--- config.mk ---
export PLATFORM = sky130hd
export DESIGN_NAME = fsrb_bank
export DESIGN_NICKNAME = d
export VERILOG_FILES = /design/src/hdl/fsrb_pkg.sv /design/src/hdl/fsrb_assemble.sv /design/src/hdl/fsrb_bank.sv
export VERILOG_INCLUDE_DIRS = /design/src /design/src/hdl
export SDC_FILE = /design/constraint.sdc
export NUM_CORES = 1
export LEC_CHECK = 0
export ABC_AREA = 1
export BUFFER_PORTS_ARGS = -buffer_cell sky130_fd_sc_hd__buf_2
export CORE_ASPECT_RATIO = 0.6
export CORE_MARGIN = 2
export CORE_UTILIZATION = 48
export CTS_BUF_LIST = sky130_fd_sc_hd__clkbuf_2
export CTS_CLUSTER_SIZE = 40
export DETAILED_ROUTE_END_ITERATION = 16
export GPL_TIMING_DRIVEN = 0
export PLACE_DENSITY = 0.95
export SYNTH_ARGS = -nofsm -noshare
export SYNTH_HDL_FRONTEND = slang
export SYNTH_SLANG_ARGS = --single-unit
--- constraint.sdc ---
create_clock -name clk -period 1.97 [get_ports clk]
set_input_delay 0.197 -clock clk [delete_from_list [all_inputs] [get_ports clk]]
set_output_delay 0.197 -clock clk [all_outputs]
set_load 0.02 [all_outputs]
--- src/hdl/fsrb_regs.svh ---
`ifndef FSRB_REGS_SVH
`define FSRB_REGS_SVH
// Questionable register bit positions
`define FSRB_Q_OV_PROT 0
`define FSRB_Q_OC_SOFT 1
`define FSRB_Q_OV_SOFT 2
`define FSRB_Q_OP_SOFT 3
`define FSRB_Q_OC_PROT 4
`define FSRB_Q_OT_PROT 5
`define FSRB_Q_SENSE_LOSS 6
`define FSRB_Q_REG_LO 7
`define FSRB_Q_SOFT 11
`define FSRB_Q_HARD 12
`define FSRB_Q_INTERLOCK 13
`define FSRB_Q_POWER_LOSS 14
`define FSRB_Q_UIF 15
// Status word 0 bit positions
`define FSRB_S0_STANDBY 0
`define FSRB_S0_LIVE 1
`define FSRB_S0_TRIP_LO 4
`define FSRB_S0_START_FAIL 12
`define FSRB_S0_START_PEND 13
`define FSRB_S0_OC_RATING 16
`define FSRB_S0_OV_RATING 17
`define FSRB_S0_INTERLOCK 20
`define FSRB_S0_LINE_FAULT 26
// Status word 0 bits that are available and read as zero
`define FSRB_S0_UNUSED_MASK 32'h8020000C
// Status word 1 bit positions
`define FSRB_S1_PHASE 0
`define FSRB_S1_FUSE 1
`define FSRB_S1_FAN 2
`define FSRB_S1_TEMP_LO 4
`define FSRB_S1_RATING 16
`define FSRB_S1_FWMIS 17
// Status word 1 bits that carry a condition; all others read as zero
`define FSRB_S1_USED_MASK 32'h000300F7
// Query indices of the status words
`define FSRB_IDX_WORD0 1'h0
`define FSRB_IDX_WORD1 1'h1
// Self-test answers
`define FSRB_TST_PASS 1'h0
`define FSRB_TST_FAIL 1'h1
`endif

--- src/hdl/fsrb_pkg.sv ---
package fsrb_pkg;
    // Query kinds accepted on the command port
    typedef enum logic [2:0] {
        FSRB_Q_NONE = 3'h0,
        FSRB_Q_QUES = 3'h1,
        FSRB_Q_REGN = 3'h2,
        FSRB_Q_REGS = 3'h3,
        FSRB_Q_TEST = 3'h4,
        FSRB_Q_WAIT = 3'h5
    } fsrb_cmd_t;
    // Command engine states
    typedef enum logic [2:0] {
        FSRB_IDLE = 3'b001,
        FSRB_TEST = 3'b010,
        FSRB_WAIT = 3'b100
    } fsrb_state_t;
endpackage : fsrb_pkg

--- src/hdl/fsrb_assemble.sv ---
`timescale 1ns/100ps
`include "fsrb_regs.svh"
// Combines live condition inputs into the three status images
module fsrb_assemble (
    input wire logic [6:0] hard_soft_in,
    input wire logic [3:0] regulation_in,
    input wire logic [2:0] misc_in,
    input wire logic [31:0] word0_raw,
    input wire logic [31:0] word1_raw,
    output logic [15:0] ques_img,
    output logic [31:0] word0_img,
    output logic [31:0] word1_img
);
    // Soft trips sit at bits 1..3, hard faults at 0 and 4..6
    always_comb begin
        ques_img = 16'h0000;
        ques_img[6:0] = hard_soft_in;
        ques_img[10:7] = regulation_in;
        ques_img[`FSRB_Q_SOFT] = |hard_soft_in[3:1];
        ques_img[`FSRB_Q_HARD] = hard_soft_in[`FSRB_Q_OV_PROT] | (|hard_soft_in[6:4]);
        ques_img[15:13] = misc_in;
    end

    assign word0_img = word0_raw & ~`FSRB_S0_UNUSED_MASK;
    assign word1_img = word1_raw & `FSRB_S1_USED_MASK;
endmodule : fsrb_assemble

--- src/hdl/fsrb_bank.sv ---
`timescale 1ns/100ps
`include "fsrb_regs.svh"
module fsrb_bank (
    input wire logic clk,
    input wire logic rst_b,
    // Query port: one-cycle strobe with kind and word index
    input wire logic cmd_valid,
    input wire fsrb_pkg::fsrb_cmd_t cmd_kind,
    input wire logic cmd_index,
    // Command execution state and self-test link
    input wire logic pending_busy,
    input wire logic selftest_done,
    input wire logic selftest_fail,
    // Live condition inputs
    input wire logic overvoltage_protect_fault,
    input wire logic overcurrent_trip_soft,
    input wire logic overvoltage_trip_soft,
    input wire logic overpower_trip_soft,
    input wire logic overcurrent_protect_fault,
    input wire logic overtemperature_fault,
    input wire logic sense_lead_loss,
    input wire logic constant_current_state,
    input wire logic constant_voltage_state,
    input wire logic constant_resistance_state,
    input wire logic constant_power_state,
    input wire logic interlock_open_flag,
    input wire logic input_power_loss,
    input wire logic user_input_fault,
    input wire logic output_standby,
    input wire logic output_live,
    input wire logic current_trip_bit,
    input wire logic voltage_trip_bit,
    input wire logic power_trip_bit,
    input wire logic sense_bounds_bit,
    input wire logic low_voltage_trip_bit,
    input wire logic target_start_failed,
    input wire logic target_start_pending,
    input wire logic [31:0] word0_other,
    input wire logic missing_phase_bit,
    input wire logic input_fuse_bit,
    input wire logic fan_locked_bit,
    input wire logic [3:0] module_temp_bits,
    input wire logic bad_rating_bit,
    input wire logic firmware_mismatch_bit,
    // Answers
    output logic cmd_ready,
    output logic selftest_start,
    output logic resp_valid,
    output logic resp_pair,
    output logic [31:0] resp_data0,
    output logic [31:0] resp_data1,
    output logic [15:0] questionable_condition,
    output logic [31:0] status_word_zero,
    output logic [31:0] status_word_one
);
    fsrb_pkg::fsrb_state_t state_ff, nxt_state;
    logic [15:0] ques_img;
    logic [31:0] word0_img, word1_img, word0_raw, word1_raw;
    logic accept;

    // Fold documented bits into word 0; other live bits pass through
    always_comb begin
        word0_raw = word0_other;
        word0_raw[`FSRB_S0_STANDBY] = output_standby;
        word0_raw[`FSRB_S0_LIVE] = output_live;
        word0_raw[8:4] = {low_voltage_trip_bit, sense_bounds_bit, power_trip_bit,
                          voltage_trip_bit, current_trip_bit};
        word0_raw[`FSRB_S0_START_FAIL] = target_start_failed;
        word0_raw[`FSRB_S0_START_PEND] = target_start_pending;
        word0_raw[`FSRB_S0_OC_RATING] = overcurrent_protect_fault;
        word0_raw[`FSRB_S0_OV_RATING] = overvoltage_protect_fault;
        // interlock and input faults mirror questionable bits
        word0_raw[`FSRB_S0_INTERLOCK] = interlock_open_flag;
        word0_raw[`FSRB_S0_LINE_FAULT] = user_input_fault;
    end

    // Word 1 layout
    always_comb begin
        word1_raw = 32'h00000000;
        word1_raw[2:0] = {fan_locked_bit, input_fuse_bit, missing_phase_bit};
        word1_raw[7:4] = module_temp_bits;
        word1_raw[`FSRB_S1_RATING] = bad_rating_bit;
        word1_raw[`FSRB_S1_FWMIS] = firmware_mismatch_bit;
    end

    // hard and soft bits placed at fixed positions
    fsrb_assemble u_asm (
        .hard_soft_in({sense_lead_loss, overtemperature_fault, overcurrent_protect_fault,
                       overpower_trip_soft, overvoltage_trip_soft, overcurrent_trip_soft,
                       overvoltage_protect_fault}),
        .regulation_in({constant_power_state, constant_resistance_state,
                        constant_voltage_state, constant_current_state}),
        .misc_in({user_input_fault, input_power_loss, interlock_open_flag}),
        .word0_raw(word0_raw),
        .word1_raw(word1_raw),
        .ques_img(ques_img),
        .word0_img(word0_img),
        .word1_img(word1_img)
    );

    // live images registered every cycle, never cleared by a read
    always_ff @(posedge clk) begin
        if (!rst_b) begin
            questionable_condition <= 16'h0000;
            status_word_zero <= 32'h00000000;
            status_word_one <= 32'h00000000;
        end else begin
            questionable_condition <= ques_img;
            status_word_zero <= word0_img;
            status_word_one <= word1_img;
        end
    end

    assign accept = cmd_valid && cmd_ready;

    // Command engine: self-test runs and waits stall the port
    always_comb begin
        nxt_state = state_ff;
        case (state_ff)
            fsrb_pkg::FSRB_IDLE: begin
                if (accept && cmd_kind == fsrb_pkg::FSRB_Q_TEST) begin
                    nxt_state = fsrb_pkg::FSRB_TEST;
                end else if (accept && cmd_kind == fsrb_pkg::FSRB_Q_WAIT) begin
                    nxt_state = fsrb_pkg::FSRB_WAIT;
                end
            end
            fsrb_pkg::FSRB_TEST: begin
                if (selftest_done) begin
                    nxt_state = fsrb_pkg::FSRB_IDLE;
                end
            end
            fsrb_pkg::FSRB_WAIT: begin
                if (!pending_busy) begin
                    nxt_state = fsrb_pkg::FSRB_IDLE;
                end
            end
            default: nxt_state = fsrb_pkg::FSRB_IDLE;
        endcase
    end

    always_ff @(posedge clk) begin
        if (!rst_b) begin
            state_ff <= fsrb_pkg::FSRB_IDLE;
        end else begin
            state_ff <= nxt_state;
        end
    end

    // Ready only when idle; a wait stalls everything behind it
    always_ff @(posedge clk) begin
        if (!rst_b) begin
            cmd_ready <= 1'b0;
        end else begin
            cmd_ready <= (nxt_state == fsrb_pkg::FSRB_IDLE) && !accept;
        end
    end

    // One-cycle start pulse toward the self-test checks
    always_ff @(posedge clk) begin
        if (!rst_b) begin
            selftest_start <= 1'b0;
        end else begin
            selftest_start <= accept && cmd_kind == fsrb_pkg::FSRB_Q_TEST;
        end
    end

    // Response path; reads have no side effect on any image
    always_ff @(posedge clk) begin
        if (!rst_b) begin
            resp_valid <= 1'b0;
            resp_pair <= 1'b0;
            resp_data0 <= 32'h00000000;
            resp_data1 <= 32'h00000000;
        end else begin
            resp_valid <= 1'b0;
            resp_pair <= 1'b0;
            if (state_ff == fsrb_pkg::FSRB_TEST && selftest_done) begin
                // pass gives 0, fail gives 1
                resp_valid <= 1'b1;
                resp_data0 <= {31'h00000000, selftest_fail ? `FSRB_TST_FAIL : `FSRB_TST_PASS};
                resp_data1 <= 32'h00000000;
            end else if (accept) begin
                case (cmd_kind)
                    fsrb_pkg::FSRB_Q_QUES: begin
                        resp_valid <= 1'b1;
                        resp_data0 <= {16'h0000, ques_img};
                        resp_data1 <= 32'h00000000;
                    end
                    fsrb_pkg::FSRB_Q_REGN: begin
                        resp_valid <= 1'b1;
                        resp_data0 <= (cmd_index == `FSRB_IDX_WORD1) ? word1_img : word0_img;
                        resp_data1 <= 32'h00000000;
                    end
                    fsrb_pkg::FSRB_Q_REGS: begin
                        resp_valid <= 1'b1;
                        resp_pair <= 1'b1;
                        resp_data0 <= word0_img;
                        resp_data1 <= word1_img;
                    end
                    default: begin
                        resp_data0 <= resp_data0;
                    end
                endcase
            end
        end
    end
endmodule : fsrb_bank

==> flow_summary_export.csv, run 1 <==
group,metric,value,unit
yosys,syn-instance-count,496,
yosys,synth.top_cell.area_share,49.4,%
worst_setup_path,r2r_slack,0.41,ns
grt,grt_util_met1,33.2,%
grt,top_usage_layer,"met2",
timing,fin_crit_sh,79.2,%
worst_setup_path,crit_type,"flop to flop",
grt,grt_overflow_total,0,
power_and_ir_drop,vdd_drop_max,545,uV
placement,io_buffers,150,
die,die_x,120,microns
grt,grt_pass1_wl,19.2,mm
worst_hold_path,min_to,"resp_data0[5]",
timing,setup_viol,0,
grt,antenna_found_initial,0,
clock_network,worstSkewPairLatency,0.58,ns
timing,timing.fmax,641,MHz
placement,place_hpwl,9.20,mm
worst_setup_path,r2r-start,"state_ff[2]",
yosys,yosys_warnings,0,
timing,skew,0.0460,ns
worst_setup_path,slowest_delay,0.43,ns
timing,period_needed,1.56,ns
timing,fin_ws,0.410,ns
clock_network,cts_buffer_depth,2,
drt,drt_iter0_drc,359,
drt,drt-pass1-iter-count,7,
drt,vias_per_cell,4.74,
worst_setup_path,setup.worst_path.start_class,"flop",
worst_hold_path,hold_class,"input port to flop",
yosys,ys_types,22,
timing,setup_tns,0,ns
worst_setup_path,reg2reg_to,"resp_data0[4]",
worst_setup_path,critPathArrivalTime,2.05,ns
clock_network,cts_tree,"built",
final_layout,nets,835,
yosys,seq_area_frac_synth,49.4,%
drt,ant_nets,0,
die,die_h,73.4,microns
worst_hold_path,holdCritStartpoint,"cmd_kind[1]",
drt,wl_per_cell,14.8,microns
yosys,synth_area_leaders,"dfxtp_1, buf_4, nand2_1",
placement,dp_slack,0.498,ns
die,io_pins,222,
final_layout,drive_gt1_share,32.0,%
timing,grt_setup_unrepaired,"false",
worst_setup_path,critical_path.max_fanout,10,
grt,use_met2,48.4,%
worst_setup_path,rr_worst_depth,7,
yosys,syn_area,3850,sq um
yosys,synth.avg_cell_area,7.76,sq um
grt,grt_use_met3,10.4,%
grt,gr-usage-all-layers,28.7,%
worst_setup_path,critPathBufInv,2,
timing,finalHoldViolCount,0,
worst_setup_path,critPathCaptureType,"flop",
clock_network,h-tree-depth,3,
clock_network,cts_root_buf,"clkbuf_2",
yosys,ys_seq_elements,95,
final_layout,area_growth_syn_to_layout,44.0,%
clock_network,clock-sinks,95,
placement,gp_congestion,0.835,
power_and_ir_drop,p_leak,3.19,nW
final_layout,fin_area,5540,sq um
drt,via_count,4120,
die,die-area,8770,sq um
clock_network,cts_setup_buffers,0,
worst_setup_path,crit_required,2.46,ns
clock_network,post_cts_resized,0,
flow_run,cap_violations,0,
grt,grt_pass1_vias,4027,
die,fp.coreArea,7820,sq um
yosys,synth_area_leader_cell,"dfxtp_1",
drt,drc,0,
timing,tightest_slew,0.575,ns
final_layout,n_antenna_cell,0,
worst_setup_path,critPathTopFamily,"simple AND/OR/NAND/NOR gates",
grt,grt_max_degree,14,
clock_network,cts_buffers,9,
worst_setup_path,crit_path_frequent_cell,"nor2_1",
timing,finalMaxSlewViolations,0,
timing,slew_headroom,61.6,%
die,start_util,49.2,%
placement,post_dp_cell_area,4920,sq um
status,status,"complete, no violations",
worst_setup_path,path_cells,"inv_2 -> nand3_1 -> nor2_1 -> nor2_4 -> buf_2 -> o21ai_0 -> nor2_1",
power_and_ir_drop,power_density,660,nW/um^2
worst_setup_path,worst_path_max_delay_cell,"dfxtp_1",
clock_network,clk_pin_slew,0.23,ns
final_layout,nFillCells,604,
drt,wirelength,12.9,mm
worst_hold_path,holdPathStages,4,
die,rows,25,
==> how the worst max path moves through the flow <==
stage / end / cells after the start / from / slack [ns]
5_1_grt: resp_data0[12] / 7 / state_ff[2] / 0.31
4_1_cts: resp_data0[13] / 7 / state_ff[2] / 0.46
3_5_place_dp: resp_data0[13] / 7 / state_ff[2] / 0.50
6_report: resp_data0[4] / 7 / state_ff[2] / 0.41
3_3_place_gp: resp_data0[11] / 7 / cmd_ready / 0.58
2_1_floorplan: resp_data0[17] / 7 / cmd_ready / 0.65
==> cells by family after synthesis <==
family	synth area share [%]
AOI/OAI and AO/OA	10.0
other	0.0975
buffers and inverters	21.2
and+or+nand+nor	19.3
DFF	49.4
==> cell usage after synthesis (all sizes together) <==
library cell  instances
nor2                 25
inv                  72
clkinv                1
o22ai                 1
nand3                36
nand2               107
conb                  1
a21oi                45
nor3                  4
o21ai                27
buf                  72
clkbuf                5
dfxtp                95
nand4                 2
a31oi                 2
a22oi                 1
==> cells in the final DEF, fill, tap and decap left out, types with 27 or more instances in the layout <==
master	n
dlygate4sd3_1	53
nand2_1	105
o21ai_0	27
buf_4	59
dfxtp_1	95
buf_2	161
conb_1	52
nand3_1	35
inv_1	68
a21oi_1	45
==> metal layers <==
layer  wire length [microns]  up-vias  part of all wire, %
met5                       0        -                    0
met4                     391        0                  3.0
met3                    1480       55                   11
met2                    6000      270                   46
met1                    5050     1842                   39
li1                        -     1953                    -
==> power by group <==
part           switching (mW)  internal, mW  total (mW)
combinational           0.471         0.301       0.772
sequential             0.0279          2.00        2.03
clock                   0.593         0.260       0.853
==> layout make-up <==
class	count	area, sq um	area share [%]
flip-flops and latches	95	1900	34.3
clock buffers	9	45.0	0.813
plain buffers	77	539	9.74
inverters	73	275	4.97
well taps	108	135	2.44
clock inverters	3	38.8	0.700
multi-input cells	302	1320	23.9
repair buffers	203	1280	23.1
==> per-stage QoR <==
| step | std cells | power [mW] | hold slack (ns) | util, % |
|---|---|---|---|---|
| final | 870 | 3.66 | 0.0937 | 70.8 |
| after global routing | 870 | 3.80 | 0.0302 | 70.8 |
| after CTS | 870 | 3.65 | 0.0115 | 70.8 |
| after detailed placement | 805 | 2.73 | 0.397 | 63.0 |
| after global placement | 805 | 2.71 | 0.393 | 63.0 |
| after floorplan | 547 | 2.50 | 0.290 | - |
==> what timing repair did <==
action                                  4_1_cts  5_1_grt
endpoints found under the hold margin        92        0
hold buffers                                 53        0
endpoints found under the setup margin        0        0
==> flip-flops by register name (all words and copies together), names as in the netlist <==
signal,count
state_ff,3
resp_valid,1
cmd_ready,1
questionable_condition,15
resp_data1,9
status_word_zero,25
resp_pair,1
selftest_start,1
status_word_one,9
resp_data0,30
==> worst reg2reg max path, stage by stage (launching register included) <==
cell and delay, ns:
dfxtp_1 0.43, inv_2 0.08, nand3_1 0.15, nor2_1 0.10, nor2_4 0.22, buf_2 0.29, o21ai_0 0.13, nor2_1 0.13
(Power assumes the default switching activity.)
==> run 2: changes to the inputs <==
CORE_UTILIZATION = 45   (was 48)
PLACE_DENSITY = 0.9   (was 0.95)
clock period = 1.62 ns   (was 1.97 ns; I/O delays follow)
==> run 2 against run 1 <==
Against the previous run: critical path type unchanged; worst hold slack got worse by 0.061 ns; sequential power increased by 22%; largest cell class unchanged; largest power group unchanged; routed wire length decreased by 6.6%.
==> flow_summary_export.csv, run 2 (synthesis gave the netlist of run 1 again) <==
group,metric,value,unit
worst_setup_path,critical_path.max_fanout,10,
die,rows,26,
grt,grt_pass1_vias,3673,
timing,timing.fmax,673,MHz
power_and_ir_drop,p_sw_share,29.8,%
drt,drt_iter0_drc,385,
placement,io_buffers,150,
worst_hold_path,min_to,"resp_data0[0]",
timing,setup_viol,0,
power_and_ir_drop,finalPower,4.46,mW
timing,grt_setup_unrepaired,"false",
final_layout,layout_common_cells,"buf_2, nand2_1, dfxtp_1, inv_1, buf_4",
worst_setup_path,r2r-start,"state_ff[0]",
final_layout,nets,835,
worst_setup_path,setup.worst_path.start_class,"flop",
status,status,"complete, no violations",
final_layout,reg.largest.list,"resp_data0 x30, status_word_zero x25, questionable_condition x15",
power_and_ir_drop,power_density,803,nW/um^2
final_layout,seqCellArea,1900,sq um
clock_network,clock-sinks,95,
power_and_ir_drop,combPwrFrac,20.8,%
timing,tightest_slew,0.600,ns
die,io_pins,222,
drt,via_count,3954,
worst_hold_path,holdCritStartpoint,"selftest_fail",
worst_setup_path,rr_worst_depth,7,
timing,period_needed,1.49,ns
final_layout,drive_gt1_share,32.0,%
timing,finalMaxSlewViolations,0,
drt,ant_nets,0,
flow_run,cap_violations,0,
final_layout,n_antenna_cell,0,
die,fp.coreArea,8390,sq um
final_layout,area_growth_syn_to_layout,44.3,%
power_and_ir_drop,vdd_drop_max,550,uV
worst_setup_path,worst_path_max_delay_cell,"dfxtp_1",
worst_setup_path,crit_required,2.13,ns
clock_network,h-tree-depth,3,
worst_setup_path,critPathArrivalTime,1.99,ns
placement,placed_cells,809,
power_and_ir_drop,p_leak,3.20,nW
worst_setup_path,r2r_slack,0.13,ns
drt,wirelength,12.1,mm
timing,finalHoldViolCount,0,
worst_hold_path,holdPathStages,5,
final_layout,multi_input_area,1320,sq um
clock_network,cts_buffer_depth,2,
die,die_h,75.6,microns
die,die-area,9330,sq um
grt,antenna_found_initial,0,
worst_setup_path,crit_path_frequent_cell,"nor2_1",
placement,gp_congestion,0.900,
grt,gr-usage-all-layers,26.2,%
power_and_ir_drop,p_seq_share,55.3,%
worst_setup_path,reg2reg_to,"resp_data0[1]",
final_layout,nFillCells,698,
final_layout,final_common_cell,"buf_2",
final_layout,fin_util,66.1,%
worst_hold_path,hold_class,"input port to flop",
die,die_x,123,microns
drt,wl_per_cell,13.8,microns
placement,place_hpwl,8.69,mm
clock_network,worstSkewPairLatency,0.55,ns
worst_setup_path,crit_type,"flop to flop",
clock_network,cts_tree,"built",
timing,fin_crit_sh,91.7,%
clock_network,clk_pin_slew,0.22,ns
worst_setup_path,slowest_delay,0.40,ns
worst_setup_path,critPathCaptureType,"flop",
timing,slew_headroom,60.0,%
power_and_ir_drop,clkPwrFrac,23.9,%
final_layout,instances_no_fill,875,
timing,setup_tns,0,ns
grt,grt_pass1_wl,18.2,mm
power_and_ir_drop,p_int,3.13,mW
clock_network,cts_buffers,9,
drt,drc,0,
drt,drt-pass1-iter-count,5,
worst_setup_path,path_cells,"inv_1 -> nand3_1 -> nor2_1 -> nor2_4 -> clkbuf_4 -> o21ai_0 -> nor2_1",
final_layout,regMostFlops,"resp_data0",
drt,vias_per_cell,4.52,
power_and_ir_drop,p_sw,1.33,mW
clock_network,cts_setup_buffers,0,
final_layout,largest_reg_flops,30,
die,start_util,45.8,%
clock_network,cts_root_buf,"clkbuf_2",
grt,grt_overflow_total,0,
timing,skew,0.0198,ns
grt,grt_max_degree,14,
## run 2: cell types whose count changed in the layout (fill, tap and decap cells not counted)
cell and change:
buf_2 -1, clkinv_2 -1, clkbuf_4 +1, clkbuf_2 +1, clkinv_1 +1
## run 2: routing by layer
metal | vias up | track usage, % | wire (microns)
met1 | 1774 | 33.6 | 5010
met4 | 0 | 7.32 | 172
met3 | 21 | 9.51 | 1390
li1 | 1952 | - | -
met2 | 207 | 42.1 | 5490
met5 | - | 0 | 0
## run 2: worst max path at each step
stage / from / end / slack, ns / cells past startpoint
6_report: state_ff[0] / resp_data0[1] / 0.13 / 7
2_1_floorplan: cmd_ready / resp_data0[17] / 0.30 / 7
4_1_cts: state_ff[0] / resp_data0[1] / 0.14 / 7
3_5_place_dp: state_ff[2] / resp_data0[12] / 0.19 / 7
3_3_place_gp: cmd_ready / resp_data0[11] / 0.22 / 7
5_1_grt: state_ff[0] / resp_data0[1] / 0.02 / 7
## run 2: layout make-up
type,count,area share [%]
Clock inverter,3,0.676
Buffer,77,9.76
Timing Repair Buffer,203,23.1
Clock buffer,10,0.902
Tap cell,112,2.52
Multi-Input combinational cell,302,23.8
Inverter,73,4.96
Sequential cell,95,34.3
## run 2: power groups by stage
stage / clock (mW) / combinational (mW) / sequential [mW]
floorplan: 0 / 0.416 / 2.63
global placement: 0 / 0.796 / 2.51
detailed placement: 0 / 0.805 / 2.51
CTS: 1.08 / 0.906 / 2.47
global route: 1.17 / 1.01 / 2.48
finish: 1.07 / 0.927 / 2.47
## run 2: what timing repair did
item | CTS | global route
endpoints found under the hold margin | 94 | 0
gates resized for setup | 0 | 1
setup endpoints to repair | 0 | 2
hold buffers | 53 | 0
## run 2: per-stage QoR
step	hold slack (ns)	instance area (sq um)	worst slack (ns)
after floorplan	0.255	4040	0.303
after global placement	0.355	4930	0.223
after detailed placement	0.362	4930	0.188
after CTS	0.00173	5550	0.139
after global routing	0.0266	5550	0.0236
final	0.0331	5550	0.134
## run 2: worst max-delay path: cells and delay by family, from the launching register on
family	cells	cell delay (ns)
compound gates	1	0.10
flops	1	0.40
simple gates	4	0.57
buf+inv	2	0.36
